==> src/hdl/mrt_pkg.sv <==
// constants, types and carriers for the mii/rmii transmit and clocking block
// assumes one system clock of 100 mhz and a wishbone classic register bus
package mrt_pkg;

  // ==========================================================================
  // clock rates
  // ==========================================================================
  localparam int unsigned CLK_HZ = 100_000_000;         // system clock input
  localparam int unsigned MII_FAST_HZ = 25_000_000;     // 100 mbps nibble clock
  localparam int unsigned MII_SLOW_HZ = 2_500_000;      // 10 mbps nibble clock
  localparam int unsigned RMII_REF_MAX_HZ = 50_000_000; // top rate of the reference clock
  // half periods of the generated mii clock, in system clock cycles
  localparam logic [4:0] FAST_HALF_CYC = 5'(CLK_HZ / (2 * MII_FAST_HZ));
  localparam logic [4:0] SLOW_HALF_CYC = 5'(CLK_HZ / (2 * MII_SLOW_HZ));
  // reference clock edges per dibit at 10 mbps in rmii
  localparam logic [3:0] RMII_SLOW_HOLD = 4'ha;

  // ==========================================================================
  // register map (byte addresses)
  // ==========================================================================
  localparam logic [7:0] ADR_CTRL = 8'h00;
  localparam logic [7:0] ADR_STATUS = 8'h04;
  localparam logic [7:0] ADR_DIV = 8'h08;
  localparam logic [7:0] ADR_FRAMES = 8'h0c;

  // ctrl fields
  localparam int unsigned CTRL_ENABLE_BIT = 0; // allow frames to start
  localparam int unsigned CTRL_RMII_BIT = 1;   // 1 rmii, 0 mii
  localparam int unsigned CTRL_DCE_BIT = 2;    // 1 device makes the mii clocks
  localparam int unsigned CTRL_FAST_BIT = 3;   // 1 100 mbps, 0 10 mbps
  localparam logic [3:0] CTRL_RESET = 4'h8;
  // status fields
  localparam int unsigned STAT_BUSY_BIT = 0;
  localparam int unsigned STAT_UNDERRUN_BIT = 1; // sticky, write one to clear
  // divider of the reference clock output, half period in system cycles
  localparam logic [7:0] DIV_RESET = 8'h01;

  // ==========================================================================
  // framing
  // ==========================================================================
  localparam logic [7:0] PREAMBLE_BYTE = 8'h55;
  localparam logic [7:0] SFD_BYTE = 8'hd5;
  localparam logic [2:0] PREAMBLE_LAST = 3'h6;  // index of the last 0x55 byte
  localparam logic [5:0] IPG_MII_SYMS = 6'h18;  // 12 bytes of nibbles
  localparam logic [5:0] IPG_RMII_SYMS = 6'h30; // 12 bytes of dibits

  typedef enum logic [1:0] {
    ST_IDLE = 2'b00,
    ST_PRE = 2'b01,
    ST_DATA = 2'b11,
    ST_GAP = 2'b10
  } mrt_state_e;

  // frame byte stream from the user side
  typedef struct packed {
    logic valid;
    logic last;
    logic [7:0] data;
  } mrt_stream_s;

  // transmit pins toward the phy
  typedef struct packed {
    logic tx_en;
    logic [3:0] txd;
  } mrt_phy_tx_s;

endpackage

==> src/hdl/mrt_pin_sync.sv <==
// three-stage synchroniser for one pin, with a filtered level and a rise pulse
// assumes the pin is asynchronous to ref_clk
`timescale 1ns/100ps
`default_nettype none

module mrt_pin_sync (
  input wire logic ref_clk,
  input wire logic resetn,
  input wire logic pin,
  output logic level,
  output logic rise
);

  // ==========================================================================
  // state
  // ==========================================================================
  typedef struct packed {
    logic [2:0] stage; // stage[0] is read only by stage[1]
    logic level;       // filtered level
    logic rise;        // one-cycle rise pulse
  } mrt_sync_s;

  mrt_sync_s st_r;
  mrt_sync_s st_nxt;

  // a change counts only once stages two and three agree
  always_comb begin
    st_nxt = st_r;
    st_nxt.stage = {st_r.stage[1:0], pin};
    st_nxt.rise = 1'b0;
    if (st_r.stage[1] == st_r.stage[2]) begin
      st_nxt.level = st_r.stage[2];
      st_nxt.rise = st_r.stage[2] & ~st_r.level;
    end
  end

  // register the copy
  always_ff @(posedge ref_clk) begin
    if (!resetn) begin
      st_r <= '0;
    end else begin
      st_r <= st_nxt;
    end
  end

  assign level = st_r.level;
  assign rise = st_r.rise;

endmodule
`default_nettype wire

==> src/hdl/mrt_tx_port.sv <==
// transmit side of the mii/rmii phy port, its clocks and a wishbone slave
// assumes ref_clk is the 100 mhz system clock input; phy clocks are sampled
//
// Our own choices: the Wishbone interface to the registers and the register addresses.
`timescale 1ns/100ps
`default_nettype none

module mrt_tx_port (
  input wire logic ref_clk,
  input wire logic resetn,
  // wishbone classic slave
  input wire logic wb_cyc,
  input wire logic wb_stb,
  input wire logic wb_we,
  input wire logic [7:0] wb_adr,
  input wire logic [3:0] wb_sel,
  input wire logic [31:0] wb_dat_w,
  output logic [31:0] wb_dat_r,
  output logic wb_ack,
  // frame bytes in
  input wire mrt_pkg::mrt_stream_s tx_in,
  output logic tx_in_ready,
  // phy side
  input wire logic ref_clk_in,
  output logic divided_reference_clock_output,
  input wire logic tx_clk_i,
  output logic tx_clk_o,
  output logic tx_clk_oe,
  output logic rx_clk_o,
  output logic rx_clk_oe,
  output mrt_pkg::mrt_phy_tx_s phy_tx
);

  // ==========================================================================
  // state
  // ==========================================================================
  typedef struct packed {
    logic [3:0] ctrl;         // control register
    logic [7:0] div;          // reference output half period
    logic underrun;           // sticky underrun flag
    logic [15:0] frames;      // frames sent
    logic ack;                // bus answer
    logic [31:0] rdata;       // registered read data
    logic [7:0] refo_cnt;     // reference output divider
    logic refo;               // reference output level
    logic [4:0] dce_cnt;      // generated mii clock divider
    logic dce_clk;            // generated mii clock level
    logic [3:0] hold_cnt;     // rmii 10 mbps edge counter
    mrt_pkg::mrt_state_e state;
    logic [7:0] sh;           // byte being shifted out
    logic [1:0] sym_left;     // symbols left in sh
    logic last_byte;          // sh holds the frame's last byte
    logic [2:0] pre_cnt;      // preamble byte index
    logic [5:0] gap_cnt;      // idle symbols after a frame
    mrt_pkg::mrt_phy_tx_s tx; // pins
  } mrt_core_s;

  mrt_core_s st_r;
  mrt_core_s st_nxt;

  logic txclk_rise; // phy clock edge, dte
  logic refin_rise; // reference clock input edge, rmii
  logic bus_req;    // new bus access this cycle
  logic take;       // a stream byte is taken this cycle

  // ==========================================================================
  // pin synchronisers
  // ==========================================================================
  mrt_pin_sync u_sync_txclk (
    .ref_clk(ref_clk),
    .resetn(resetn),
    .pin(tx_clk_i),
    .level(),
    .rise(txclk_rise)
  );

  // reference clock input is sampled; at 100 mhz this only resolves rates well
  // below the 50 mhz ceiling, so fast rmii needs the output looped to it
  mrt_pin_sync u_sync_refin (
    .ref_clk(ref_clk),
    .resetn(resetn),
    .pin(ref_clk_in),
    .level(),
    .rise(refin_rise)
  );

  // ==========================================================================
  // helpers
  // ==========================================================================
  // register select, shared by read and write decode
  function automatic logic hit(input logic [7:0] adr, input logic [7:0] off);
    hit = (adr[7:2] == off[7:2]);
  endfunction

  // first symbol of a byte: nibble for mii, dibit for rmii
  function automatic logic [3:0] first_sym(input logic [7:0] b, input logic rmii);
    first_sym = rmii ? {2'h0, b[1:0]} : b[3:0];
  endfunction

  // rest of a byte after its first symbol left
  function automatic logic [7:0] rest(input logic [7:0] b, input logic rmii);
    rest = rmii ? {2'h0, b[7:2]} : {4'h0, b[7:4]};
  endfunction

  // ==========================================================================
  // next state
  // ==========================================================================
  always_comb begin
    logic rmii;
    logic dce;
    logic fast;
    logic [4:0] half;
    logic dce_rise;
    logic tick;
    logic load;
    logic [7:0] nb;
    logic [7:0] wr_ctrl;
    logic set_ur;
    st_nxt = st_r;
    rmii = st_r.ctrl[mrt_pkg::CTRL_RMII_BIT];
    dce = st_r.ctrl[mrt_pkg::CTRL_DCE_BIT];
    fast = st_r.ctrl[mrt_pkg::CTRL_FAST_BIT];
    dce_rise = 1'b0;
    tick = 1'b0;
    load = 1'b0;
    nb = mrt_pkg::PREAMBLE_BYTE;
    take = 1'b0;
    wr_ctrl = '0;
    set_ur = 1'b0; // underrun event this cycle
    half = '0;

    if (st_r.refo_cnt + 8'h01 >= st_r.div) begin
      st_nxt.refo_cnt = '0;
      st_nxt.refo = ~st_r.refo;
    end else begin
      st_nxt.refo_cnt = st_r.refo_cnt + 8'h01;
    end

    half = fast ? mrt_pkg::FAST_HALF_CYC : mrt_pkg::SLOW_HALF_CYC;
    if (st_r.dce_cnt + 5'h01 >= half) begin
      st_nxt.dce_cnt = '0;
      st_nxt.dce_clk = ~st_r.dce_clk;
      dce_rise = ~st_r.dce_clk;
    end else begin
      st_nxt.dce_cnt = st_r.dce_cnt + 5'h01;
    end

    // link timing source
    if (rmii) begin
      if (refin_rise) begin
        if (fast) begin
          tick = 1'b1;
        end else begin
          tick = (st_r.hold_cnt == 4'h0);
          st_nxt.hold_cnt = (st_r.hold_cnt + 4'h1 >= mrt_pkg::RMII_SLOW_HOLD) ? 4'h0 : st_r.hold_cnt + 4'h1;
        end
      end
    end else begin
      // phy clock in dte, own in dce
      tick = dce ? dce_rise : txclk_rise;
    end

    // frame sequencer, acts only on link edges
    if (tick) begin
      unique case (st_r.state)
        mrt_pkg::ST_IDLE: begin
          // enable rises with first preamble symbol
          if (st_r.ctrl[mrt_pkg::CTRL_ENABLE_BIT] && tx_in.valid) begin
            load = 1'b1;
            nb = mrt_pkg::PREAMBLE_BYTE;
            st_nxt.pre_cnt = '0;
            st_nxt.last_byte = 1'b0;
            st_nxt.state = mrt_pkg::ST_PRE;
          end
        end
        mrt_pkg::ST_PRE: begin
          if (st_r.sym_left == 2'h0) begin
            if (st_r.pre_cnt == mrt_pkg::PREAMBLE_LAST) begin
              load = 1'b1;
              nb = mrt_pkg::SFD_BYTE;
              st_nxt.state = mrt_pkg::ST_DATA;
            end else begin
              load = 1'b1;
              st_nxt.pre_cnt = st_r.pre_cnt + 3'h1;
            end
          end
        end
        mrt_pkg::ST_DATA: begin
          if (st_r.sym_left == 2'h0) begin
            if (st_r.last_byte) begin
              st_nxt.state = mrt_pkg::ST_GAP;
              st_nxt.gap_cnt = rmii ? mrt_pkg::IPG_RMII_SYMS : mrt_pkg::IPG_MII_SYMS;
              st_nxt.frames = st_r.frames + 16'h0001;
            end else if (tx_in.valid) begin
              load = 1'b1;
              take = 1'b1;
              nb = tx_in.data;
              st_nxt.last_byte = tx_in.last;
            end else begin
              // source ran dry mid frame: cut it short and flag it
              set_ur = 1'b1;
              st_nxt.underrun = 1'b1;
              st_nxt.state = mrt_pkg::ST_GAP;
              st_nxt.gap_cnt = rmii ? mrt_pkg::IPG_RMII_SYMS : mrt_pkg::IPG_MII_SYMS;
            end
          end
        end
        mrt_pkg::ST_GAP: begin
          st_nxt.gap_cnt = st_r.gap_cnt - 6'h01;
          if (st_r.gap_cnt == 6'h01) begin
            st_nxt.state = mrt_pkg::ST_IDLE;
          end
        end
      endcase

      // enable only with a valid symbol
      if (load) begin
        st_nxt.tx.tx_en = 1'b1;
        st_nxt.tx.txd = first_sym(nb, rmii);
        st_nxt.sh = rest(nb, rmii);
        st_nxt.sym_left = rmii ? 2'h3 : 2'h1;
      end else if (st_r.state != mrt_pkg::ST_IDLE && st_r.state != mrt_pkg::ST_GAP &&
                   st_r.sym_left != 2'h0) begin
        st_nxt.tx.tx_en = 1'b1;
        st_nxt.tx.txd = first_sym(st_r.sh, rmii);
        st_nxt.sh = rest(st_r.sh, rmii);
        st_nxt.sym_left = st_r.sym_left - 2'h1;
      end else begin
        st_nxt.tx.tx_en = 1'b0;
        st_nxt.tx.txd = '0;
      end
    end

    // wishbone: one wait state, ack drops the cycle after
    st_nxt.ack = bus_req;
    // writes land at the edge where the master sees ack, while the request still stands
    if (wb_cyc && wb_stb && wb_we && st_r.ack) begin
      if (hit(wb_adr, mrt_pkg::ADR_CTRL) && wb_sel[0]) begin
        wr_ctrl = wb_dat_w[7:0];
        st_nxt.ctrl = wr_ctrl[3:0];
      end
      if (hit(wb_adr, mrt_pkg::ADR_DIV) && wb_sel[0]) begin
        st_nxt.div = wb_dat_w[7:0];
      end
      // clear by writing one; a new underrun this cycle wins
      if (hit(wb_adr, mrt_pkg::ADR_STATUS) && wb_sel[0] && wb_dat_w[mrt_pkg::STAT_UNDERRUN_BIT] &&
          !set_ur) begin
        st_nxt.underrun = 1'b0;
      end
    end

    // read data, unmapped reads return zero
    st_nxt.rdata = '0;
    if (bus_req && !wb_we) begin
      if (hit(wb_adr, mrt_pkg::ADR_CTRL)) begin
        st_nxt.rdata = {28'h0, st_r.ctrl};
      end else if (hit(wb_adr, mrt_pkg::ADR_STATUS)) begin
        st_nxt.rdata = {28'h0, st_r.state, st_r.underrun, st_r.state != mrt_pkg::ST_IDLE};
      end else if (hit(wb_adr, mrt_pkg::ADR_DIV)) begin
        st_nxt.rdata = {24'h0, st_r.div};
      end else if (hit(wb_adr, mrt_pkg::ADR_FRAMES)) begin
        st_nxt.rdata = {16'h0, st_r.frames};
      end
    end
  end

  // new access only when no answer stands
  assign bus_req = wb_cyc & wb_stb & ~st_r.ack;

  // ==========================================================================
  // register the copy
  // ==========================================================================
  always_ff @(posedge ref_clk) begin
    if (!resetn) begin
      st_r <= '0;
      st_r.ctrl <= mrt_pkg::CTRL_RESET;
      st_r.div <= mrt_pkg::DIV_RESET;
      st_r.state <= mrt_pkg::ST_IDLE;
    end else begin
      st_r <= st_nxt;
    end
  end

  // ==========================================================================
  // outputs
  // ==========================================================================
  assign wb_ack = st_r.ack;
  assign wb_dat_r = st_r.rdata;
  assign tx_in_ready = take;
  assign divided_reference_clock_output = st_r.refo;
  assign tx_clk_o = st_r.dce_clk;
  assign rx_clk_o = st_r.dce_clk;
  assign tx_clk_oe = st_r.ctrl[mrt_pkg::CTRL_DCE_BIT] & ~st_r.ctrl[mrt_pkg::CTRL_RMII_BIT];
  assign rx_clk_oe = st_r.ctrl[mrt_pkg::CTRL_DCE_BIT] & ~st_r.ctrl[mrt_pkg::CTRL_RMII_BIT];
  assign phy_tx = st_r.tx;

endmodule
`default_nettype wire

==> config.mk <==
export PLATFORM = sky130hd
export DESIGN_NAME = mrt_tx_port
export DESIGN_NICKNAME = d
export VERILOG_FILES = /design/src/hdl/mrt_pkg.sv /design/src/hdl/mrt_pin_sync.sv /design/src/hdl/mrt_tx_port.sv
export SDC_FILE = /design/constraint.sdc
export NUM_CORES = 1
export LEC_CHECK = 0
export BUFFER_PORTS_ARGS = -buffer_cell sky130_fd_sc_hd__buf_4
export CAP_MARGIN = 20
export CORE_UTILIZATION = 60
export CTS_CLUSTER_DIAMETER = 40
export DETAILED_ROUTE_END_ITERATION = 6
export PLACE_DENSITY = 0.86
export SETUP_SLACK_MARGIN = 0.05
export SLEW_MARGIN = 20
export SYNTH_ARGS = -nofsm -noshare
export SYNTH_HDL_FRONTEND = slang
export SYNTH_SLANG_ARGS = --single-unit
==> constraint.sdc <==
create_clock -name ref_clk -period 6.91 [get_ports ref_clk]
set_input_delay 0.691 -clock ref_clk [delete_from_list [all_inputs] [get_ports ref_clk]]
set_output_delay 0.691 -clock ref_clk [all_outputs]
set_load 0.005 [all_outputs]
==> results of run 1 <==
layout by cell type, fill, tap and decap left out, drive strengths merged, types with 5 or more instances in the layout:
cell / Yosys / final
nor3: 14 / 14
nand3: 25 / 25
and2: 17 / 17
inv: 28 / 31
and3: 5 / 5
nor2: 38 / 38
nand2b: 19 / 19
nor2b: 18 / 18
clkbuf: 27 / 9
buf: 42 / 62
xor2: 7 / 7
nand2: 38 / 38
ha: 22 / 22
o311ai: 9 / 9
o21ai: 26 / 26
dfxtp: 100 / 100
o41ai: 7 / 7
conb: 1 / 16
a21oi: 31 / 31
and3b: 5 / 5
o31ai: 5 / 5
mux2i: 29 / 29
a211oi: 7 / 7
nand4: 8 / 8
or4: 10 / 10
or3: 9 / 9
power breakdown:
group	switching (mW)	total [mW]	internal [mW]
Clock	0.218	0.357	0.139
Combinational	0.174	0.241	0.0663
Sequential	0.00772	0.594	0.586
worst paths after layout:
path	endpoint	slack, ns	start	depth (start not counted)
setup reg to reg	st_r[14]$_SDFFE_PN0P_	3.83	st_r[32]$_SDFF_PP0_	9
setup / recovery	tx_in_ready	3.48	st_r[32]$_SDFF_PP0_	9
hold / removal	u_sync_txclk.st_nxt[4]$_SDFF_PN0_	0.44	u_sync_txclk.st_nxt[3]$_SDFF_PN0_	1
hold reg to reg	u_sync_txclk.st_nxt[4]$_SDFF_PN0_	0.44	u_sync_txclk.st_nxt[3]$_SDFF_PN0_	1
cells by family (layout without fill, tap and decap cells):
logic type	after synthesis	in the layout	share of synthesized area (%)
and+or+nand+nor	225	225	23.77
DFF	100	100	37.91
muxes	33	33	6.990
xor gates and xnor gates	11	11	1.825
AOI/OAI and AO/OA	114	114	14.53
buffers and inverters	97	106	9.692
adders and majority gates	22	22	5.213
other	1	16	0.07102
worst max-delay path, stage by stage, from the launching register on:
cell,delay (ns)
sky130_fd_sc_hd__dfxtp_1,0.39
sky130_fd_sc_hd__ha_1,0.19
sky130_fd_sc_hd__nand3_1,0.09
sky130_fd_sc_hd__xnor2_1,0.15
sky130_fd_sc_hd__ha_1,0.29
sky130_fd_sc_hd__nor2_1,0.05
sky130_fd_sc_hd__o211ai_1,0.39
sky130_fd_sc_hd__nand2_1,0.39
sky130_fd_sc_hd__nor3_1,0.27
sky130_fd_sc_hd__buf_4,0.15
layer usage:
layer	GRT usage (%)	vias to the layer above	share of wire, %
met4	9.577	0	1.6
met3	4.976	22	4.4
met5	0	-	0
met2	43.87	124	50
met1	31.50	2080	44
li1	-	2134	-
registers in the layout, indices dropped and copies added, names as in the netlist:
signal / flops
st_r: 66
u_sync_refin.level: 1
u_sync_txclk.st_r: 1
rx_clk_o: 1
u_sync_refin.st_r: 1
divided_reference_clock_output: 1
wb_ack: 1
u_sync_refin.rise: 1
wb_dat_r: 16
u_sync_txclk.st_nxt: 2
u_sync_refin.st_nxt: 2
u_sync_txclk.level: 1
u_sync_txclk.rise: 1
phy_tx: 5
per-stage QoR:
stage                     worst slack (ns)  utilization, %  power, mW  instance area (um^2)  hold WS [ns]
after floorplan                      4.191               -     0.7851                  5336        0.4119
after global placement               3.907           65.94     0.8340                  5527        0.4152
after detailed placement             3.865           65.94     0.8411                  5527        0.4210
after CTS                            3.465           68.20      1.193                  5717        0.4478
after global routing                 3.236           68.20      1.246                  5717        0.4552
final                                3.485           68.20      1.192                  5717        0.4447
area by class of cell:
| type | count | area [um^2] | area share (%) |
|---|---|---|---|
| inverters | 28 | 105.1 | 1.838 |
| clock inverters | 7 | 66.31 | 1.160 |
| flip-flops and latches | 100 | 2002 | 35.02 |
| repair buffers | 62 | 465.4 | 8.142 |
| well taps | 105 | 131.4 | 2.298 |
| multi-input cells | 421 | 2823 | 49.38 |
| clock buffers | 9 | 123.9 | 2.167 |
==> qor.log, run 1 <==
qor: outcome.run_status completed
qor: power.pwr_density_cell 208.4 nW/um^2
qor: final_layout.final_cells 732
qor: yosys.syn-mean-instance-area 8.756 um^2
qor: yosys.dominantRegCellSynth sky130_fd_sc_hd__dfxtp_1
qor: timing.grt_setup_unrepaired no
qor: drt.detail_route.iter0.violations 305
qor: clock_network.insertion_delay 0.37 ns
qor: floorplan.core-area 8382 um^2
qor: yosys.synth.yosys.warnings 0
qor: drt.ant_nets 0
qor: timing.max_clock_freq 291.9 MHz
qor: timing.maxSlewHeadroom 47.78%
qor: yosys.yosys-top-cells-area sky130_fd_sc_hd__dfxtp_1 (38%), sky130_fd_sc_hd__buf_4 (5.5%), sky130_fd_sc_hd__mux2i_1 (5.5%)
qor: drt.wl_per_cell 15.55 um
qor: placed_design.hpwlAfterDp 8073 um
qor: clock_network.postCtsHoldBufs 0
qor: floorplan.ios 105
qor: setup_path.timing.critical_path.from_type flop
qor: yosys.yosys.cell_count.top_type sky130_fd_sc_hd__dfxtp_1
qor: global_routing.maximum_number_of_pins_on_one_net_before_global_route_repair 55
qor: setup_path.worstPathRequired 6.22 ns
qor: placed_design.routabilityCongestion 0.8197
qor: drt.post-route-drc-count 0
qor: global_routing.overflow 0
qor: clock_network.cts_inserted_buffers 9
qor: job.timing.max_cap.violations 0
qor: clock_network.cts_sinks 100
qor: placed_design.number_of_buffers_inserted_by_port_buffering 59
qor: timing.min_period_over_period 49.57%
qor: timing.setup_viol 0
qor: yosys.synth_async_sr_flop_share 0%
qor: final_layout.drive_gt1_share 14.51%
qor: global_routing.via_count_of_the_first_global_routing_pass 4026
qor: yosys.synth_edf_count 0
qor: timing.finalHoldViolations 0
qor: global_routing.groute.usage.overall 25.50%
qor: timing.setup_total_negative_slack 0 ns
qor: min_path.holdCritPathClass reg -> reg
qor: floorplan.initial_standard_cell_utilization_of_the_core 62.99%
qor: setup_path.timing.setup.critical_path_class reg -> out
qor: yosys.post-synth-top-area-fraction 37.91%
qor: drt.first_pass_iteration_count_of_the_detailed_router 5
qor: clock_network.cts.root.buffer_cell sky130_fd_sc_hd__clkbuf_8
qor: yosys.synth_common_cells sky130_fd_sc_hd__dfxtp_1 (100), sky130_fd_sc_hd__buf_4 (39), sky130_fd_sc_hd__nand2_1 (38), sky130_fd_sc_hd__nor2_1 (37), sky130_fd_sc_hd__a21oi_1 (31)
qor: drt.detail_route.wirelength 11380 um
qor: yosys.syn-instance-count 603
qor: yosys.synth-seq-cells 100
qor: power.peakVddDrop 0.1465 mV
qor: clock_network.tritoncts_clock_tree done
qor: timing.period_needed 3.425 ns
qor: clock_network.cts_repair_resize_count 0
qor: global_routing.grt_antenna_before_repair 0
qor: timing.timing_worst_slew_pin_value 0.7822 ns
qor: global_routing.grt_pass1_wl 18230 um
qor: drt.avgViaCountPerCell 5.956
qor: clock_network.post-cts-setup-buffers 0
qor: setup_path.critPathArrivalTime 2.73 ns
qor: final_layout.fillerInstances 655
qor: timing.fin_skew 0.01841 ns
qor: clock_network.cts.reportedPaths.clkPinSlew 0.10 ns
qor: yosys.syn_area 5280 um^2
qor: floorplan.site_row_count 33
qor: setup_path.worstPathMaxFanout 13
qor: floorplan.die_area 9180 um^2
qor: final_layout.syn_to_final_growth 8.270%
qor: yosys.synth_area_leader_cell sky130_fd_sc_hd__dfxtp_1
qor: yosys.synth-seq-area-share 37.91%
qor: power.p_leak 2.213 nW
qor: drt.num_vias 4360
qor: final_layout.final_net_count 705
qor: yosys.yosysUniqueCellTypes 61
qor: floorplan.die_y 95.81 um
qor: timing.timing_max_transition_violations_final 0
qor: clock_network.cts_htree_levels 3
qor: final_layout.diodes 0
qor: placed_design.dp.cells 716
qor: setup_path.worst_setup_path_end_kind output pin
qor: floorplan.die_x 95.81 um
qor: clock_network.cts_max_path_bufs 2
Power figures use the tool's default switching activity.
==> run 2: changes to the inputs <==
Settings changed: ABC_AREA set to 1, CORE_UTILIZATION 60 to 56, PLACE_DENSITY 0.86 to 0.81.
Clock period 6.91 ns to 3.5 ns, I/O delays scaled along.
==> qor.log, run 2 <==
qor: outcome.run_status completed [unchanged]
qor: min_path.holdCritPathClass in -> reg [was reg -> reg]
qor: yosys.yosys-top-cells-area sky130_fd_sc_hd__dfxtp_1 (37%), sky130_fd_sc_hd__nand2_1 (8.5%), sky130_fd_sc_hd__inv_1 (6.8%) [was sky130_fd_sc_hd__dfxtp_1 (38%), sky130_fd_sc_hd__buf_4 (5.5%), sky130_fd_sc_hd__mux2i_1 (5.5%)]
qor: clock_network.cts.reportedPaths.clkPinSlew 0.09 ns [was 0.10 ns]
qor: yosys.synth_async_sr_flop_share 0% [unchanged]
qor: power.peakVddDrop 0.2882 mV [was 0.1465 mV]
qor: drt.post-route-drc-count 0 [unchanged]
qor: timing.setup_total_negative_slack 0 ns [unchanged]
qor: timing.final.hold.worst_slack 0.1640 ns [was 0.4447 ns]
qor: final_layout.regMostFlops st_r [unchanged]
qor: timing.min_period_over_period 86.49%
qor: floorplan.die_area 9971 um^2 [was 9180 um^2]
qor: timing.fin_skew 0.01191 ns [was 0.01841 ns]
qor: setup_path.crit_path_frequent_cell sky130_fd_sc_hd__nand2_1 [was sky130_fd_sc_hd__ha_1]
qor: setup_path.timing.critical_path.from_type flop [unchanged]
qor: placed_design.hpwlAfterDp 8175 um [was 8073 um]
qor: placed_design.routabilityCongestion 0.8888 [was 0.8197]
qor: drt.wl_per_cell 12.43 um [was 15.55 um]
qor: clock_network.cts_sinks 100 [unchanged]
qor: setup_path.worstPathMaxFanout 19 [was 13]
qor: yosys.yosys.cell_count.top_type sky130_fd_sc_hd__nand2_1 [was sky130_fd_sc_hd__dfxtp_1]
qor: yosys.synth-seq-cells 100 [unchanged]
qor: yosys.post-synth-top-area-fraction 37.33% [was 37.91%]
qor: drt.ant_nets 0 [unchanged]
qor: floorplan.initial_standard_cell_utilization_of_the_core 58.04% [was 62.99%]
qor: power.seq_power_share 54.6% [was 49.9%]
qor: yosys.syn-instance-count 728 [was 603]
qor: final_layout.largest_register_ff_count 66 [unchanged]
qor: yosys.syn-mean-instance-area 7.366 um^2 [was 8.756 um^2]
qor: drt.route.met3.wl 451 um [was 502 um]
qor: yosys.syn_area 5363 um^2 [was 5280 um^2]
qor: floorplan.core-area 9240 um^2 [was 8382 um^2]
qor: power.pwr_density_cell 366.7 nW/um^2 [was 208.4 nW/um^2]
qor: final_layout.register_area 2002 um^2 [unchanged]
qor: final_layout.fillerInstances 808 [was 655]
qor: timing.finalHoldViolations 0 [unchanged]
qor: drt.wl_met2 5672 um [was 5721 um]
qor: power.internal_power 1.653 mW [was 791.7 uW]
qor: timing.timing_max_transition_violations_final 0 [unchanged]
qor: timing.maxSlewHeadroom 51.33% [was 47.78%]
qor: drt.top_layer_used met4 [unchanged]
qor: final_layout.most_common_library_cell_in_the_layout_ignoring_fill_and_taps sky130_fd_sc_hd__nand2_1 [was sky130_fd_sc_hd__dfxtp_1]
qor: drt.drt-met1-wl 4776 um [was 4974 um]
qor: floorplan.die_y 99.86 um [was 95.81 um]
qor: clock_network.cts_inserted_buffers 9 [unchanged]
qor: yosys.synth-seq-area-share 37.33% [was 37.91%]
qor: yosys.synth_common_cells sky130_fd_sc_hd__nand2_1 (122), sky130_fd_sc_hd__dfxtp_1 (100), sky130_fd_sc_hd__inv_1 (97), sky130_fd_sc_hd__nor2_1 (86), sky130_fd_sc_hd__a21oi_1 (55) [was sky130_fd_sc_hd__dfxtp_1 (100), sky130_fd_sc_hd__buf_4 (39), sky130_fd_sc_hd__nand2_1 (38), sky130_fd_sc_hd__nor2_1 (37), sky130_fd_sc_hd__a21oi_1 (31)]
qor: final_layout.final_net_count 841 [was 705]
qor: timing.setup_viol 0 [unchanged]
qor: power.netSwitchingPower 497.0 uW [was 399.9 uW]
qor: min_path.hold_path.startpoint tx_clk_i [was u_sync_txclk.st_nxt[3]$_SDFF_PN0_]
qor: timing.max_clock_freq 330.3 MHz
qor: drt.avgViaCountPerCell 5.213 [was 5.956]
qor: yosys.dominantRegCellSynth sky130_fd_sc_hd__dfxtp_1 [unchanged]
qor: setup_path.path_buf_inv 3 [was 1]
qor: final_layout.diodes 0 [unchanged]
qor: global_routing.groute.usage.overall 23.31% [was 25.50%]
qor: drt.detail_route.wirelength 11090 um [was 11380 um]
qor: power.power_frac_clock 36.9% [was 30.0%]
qor: global_routing.grt_antenna_before_repair 0 [unchanged]
qor: yosys.yosysUniqueCellTypes 43 [was 61]
qor: yosys.synth_area_leader_cell sky130_fd_sc_hd__dfxtp_1 [unchanged]
qor: setup_path.worstPathRequired 3.15 ns [was 6.22 ns]
qor: power.p_leak 2.583 nW [was 2.213 nW]
qor: power.total_power 2.150 mW [was 1.192 mW]
qor: floorplan.die_x 99.86 um [was 95.81 um]
qor: timing.grt_setup_unrepaired no [unchanged]
qor: clock_network.cts_htree_levels 3 [unchanged]
qor: setup_path.path_cells ha_1 > nand2_1 > inv_1 > nand2_1 > xor2_1 > inv_1 > ha_1 > nand2_1 > nand2_2 > nand3_2 > nand2_4 > nand2_1 > nor2_1 > buf_4 [was ha_1 > nand3_1 > xnor2_1 > ha_1 > nor2_1 > o211ai_1 > nand2_1 > nor3_1 > buf_4]
qor: clock_network.cts.root.buffer_cell sky130_fd_sc_hd__clkbuf_8 [unchanged]
qor: yosys.synth_edf_count 0 [unchanged]
qor: placed_design.number_of_buffers_inserted_by_port_buffering 59 [unchanged]
qor: min_path.timing.hold.worst_endpoint u_sync_txclk.st_nxt[3]$_SDFF_PN0_ [was u_sync_txclk.st_nxt[4]$_SDFF_PN0_]
qor: final_layout.syn_to_final_growth 9.333% [was 8.270%]
qor: clock_network.tritoncts_clock_tree done [unchanged]
qor: setup_path.reg2reg_depth 15 [was 9]
qor: final_layout.drive_gt1_share 13.63% [was 14.51%]
qor: setup_path.cp_top_family simple AND/OR/NAND/NOR gates [unchanged]
qor: drt.num_vias 4650 [was 4360]
qor: setup_path.cp_slowest_stage_delay 0.40 ns [was 0.39 ns]
qor: timing.timing_worst_slew_pin_value 0.7290 ns [was 0.7822 ns]
qor: yosys.synth.yosys.warnings 0 [unchanged]
qor: global_routing.maximum_number_of_pins_on_one_net_before_global_route_repair 38 [was 55]
qor: setup_path.critPathSlowestCell sky130_fd_sc_hd__dfxtp_1 [unchanged]
qor: setup_path.timing.setup.critical_path_class reg -> out [unchanged]
qor: power.combPwrFrac 8.5% [was 20.2%]
qor: final_layout.most-common-layout-cells sky130_fd_sc_hd__nand2_1 (122), sky130_fd_sc_hd__dfxtp_1 (100), sky130_fd_sc_hd__inv_1 (97), sky130_fd_sc_hd__nor2_1 (86), sky130_fd_sc_hd__buf_4 (63) [was sky130_fd_sc_hd__dfxtp_1 (100), sky130_fd_sc_hd__buf_4 (62), sky130_fd_sc_hd__nand2_1 (38), sky130_fd_sc_hd__nor2_1 (37), sky130_fd_sc_hd__a21oi_1 (31)]
qor: floorplan.ios 105 [unchanged]
qor: drt.detail_route.iter0.violations 229 [was 305]
qor: min_path.worstHoldPathCells 3 [was 1]
qor: clock_network.insertion_delay 0.37 ns [about the same]
qor: clock_network.cts_max_path_bufs 2 [unchanged]
qor: setup_path.critPathArrivalTime 2.68 ns [was 2.73 ns]
qor: global_routing.via_count_of_the_first_global_routing_pass 4354 [was 4026]
qor: job.timing.max_cap.violations 0 [unchanged]
qor: final_layout.multi_input_area 2633 um^2 [was 2823 um^2]
qor: power.power_switching_share 23.12% [was 33.56%]
qor: clock_network.cts_repair_resize_count 0 [unchanged]
qor: drt.first_pass_iteration_count_of_the_detailed_router 5 [unchanged]
qor: floorplan.site_row_count 35 [was 33]
qor: global_routing.overflow 0 [unchanged]
qor: setup_path.r2r_start st_r[32]$_SDFF_PP0_ [unchanged]
qor: setup_path.reg2reg_setup_slack 0.86 ns [was 3.83 ns]
qor: clock_network.post-cts-setup-buffers 0 [unchanged]
qor: setup_path.worst_setup_path_end_kind output pin [unchanged]
qor: timing.period_needed 3.027 ns
qor: setup_path.regToRegEndpoint st_r[89]$_SDFFE_PN0P_ [was st_r[14]$_SDFFE_PN0P_]
qor: global_routing.grt_pass1_wl 18760 um [was 18230 um]
qor: clock_network.postCtsHoldBufs 0 [unchanged]
-- run 2: cell count changes in the layout (fill, tap and decap cells not counted), sizes merged, moves of 10 or more --
| cell | delta |
|---|---|
| nand2 | +91 |
| inv | +69 |
| nor2 | +52 |
| mux2i | -29 |
| nand4 | +26 |
| a21oi | +24 |
| nand2b | -19 |
| nor2b | -18 |
| and2 | -17 |
| xor2 | +14 |
| nand3 | +13 |
| or4 | -10 |
-- run 2: layer usage --
metal | global-route usage, % | vias up
met2 | 41.80 | 119
met5 | 0 | -
li1 | - | 2377
met1 | 26.90 | 2139
met3 | 5.153 | 15
met4 | 9.276 | 0
-- run 2: worst max path at each step --
stage / slack [ns] / startpoint / cells past startpoint / to
6_report: 0.47 / st_r[32]$_SDFF_PP0_ / 14 / tx_in_ready
5_1_grt: 0.17 / st_r[32]$_SDFF_PP0_ / 14 / tx_in_ready
4_1_cts: 0.45 / st_r[32]$_SDFF_PP0_ / 14 / tx_in_ready
3_5_place_dp: 0.88 / st_r[32]$_SDFF_PP0_ / 14 / tx_in_ready
3_3_place_gp: 0.90 / st_r[32]$_SDFF_PP0_ / 14 / tx_in_ready
2_1_floorplan: 1.38 / st_r[32]$_SDFF_PP0_ / 13 / tx_in_ready
-- run 2: through the flow --
stage                     util, %  setup WS [ns]  instance area, um^2  cells
final                       63.45         0.4727                 5863    892
after global routing        63.45         0.1747                 5863    892
after detailed placement    61.11         0.8781                 5647    876
after floorplan                 -          1.376                 5419    743
after global placement      61.11         0.9014                 5647    876
after CTS                   63.45         0.4544                 5863    892
-- run 2: cells by family after synthesis --
group / after synthesis / synth area share, %
adder cells (fa/ha/maj): 22 / 5.133
AO/OA/AOI/OAI: 109 / 11.43
AND/OR/NAND/NOR: 315 / 27.81
buffers and inverters: 159 / 14.63
flip-flops: 100 / 37.33
other: 1 / 0.06993
XOR/XNOR: 22 / 3.593
-- run 2: final cells by class --
| cell class | instances | share of cell area [%] |
|---|---|---|
| clock buffer | 11 | 2.411 |
| clock inverter | 5 | 1.280 |
| inverter | 100 | 6.445 |
| multi-input combinational | 484 | 44.90 |
| sequential | 100 | 34.14 |
| tap | 129 | 2.753 |
| timing repair buffer | 63 | 8.067 |
-- run 2: power groups by stage --
| stage | Sequential (mW) | Clock, mW | Combinational [mW] |
|---|---|---|---|
| after floorplan | 1.20 | 0 | 0.138 |
| after global placement | 1.20 | 0 | 0.181 |
| after detailed placement | 1.20 | 0 | 0.184 |
| after CTS | 1.17 | 0.812 | 0.185 |
| after global routing | 1.18 | 0.858 | 0.210 |
| final | 1.17 | 0.794 | 0.183 |
-- run 2: worst register-to-register path: stages (launching register included) --
cell	delay, ns
sky130_fd_sc_hd__dfxtp_1	0.40
sky130_fd_sc_hd__ha_1	0.19
sky130_fd_sc_hd__nand2_1	0.05
sky130_fd_sc_hd__inv_1	0.08
sky130_fd_sc_hd__nand2_1	0.06
sky130_fd_sc_hd__xor2_1	0.17
sky130_fd_sc_hd__inv_1	0.08
sky130_fd_sc_hd__ha_1	0.27
sky130_fd_sc_hd__nand2_1	0.07
sky130_fd_sc_hd__nand2_2	0.08
sky130_fd_sc_hd__nand3_2	0.08
sky130_fd_sc_hd__nand2_4	0.22
sky130_fd_sc_hd__buf_4	0.28
sky130_fd_sc_hd__nand3_4	0.23
sky130_fd_sc_hd__nand2_1	0.14
sky130_fd_sc_hd__a21oi_1	0.08
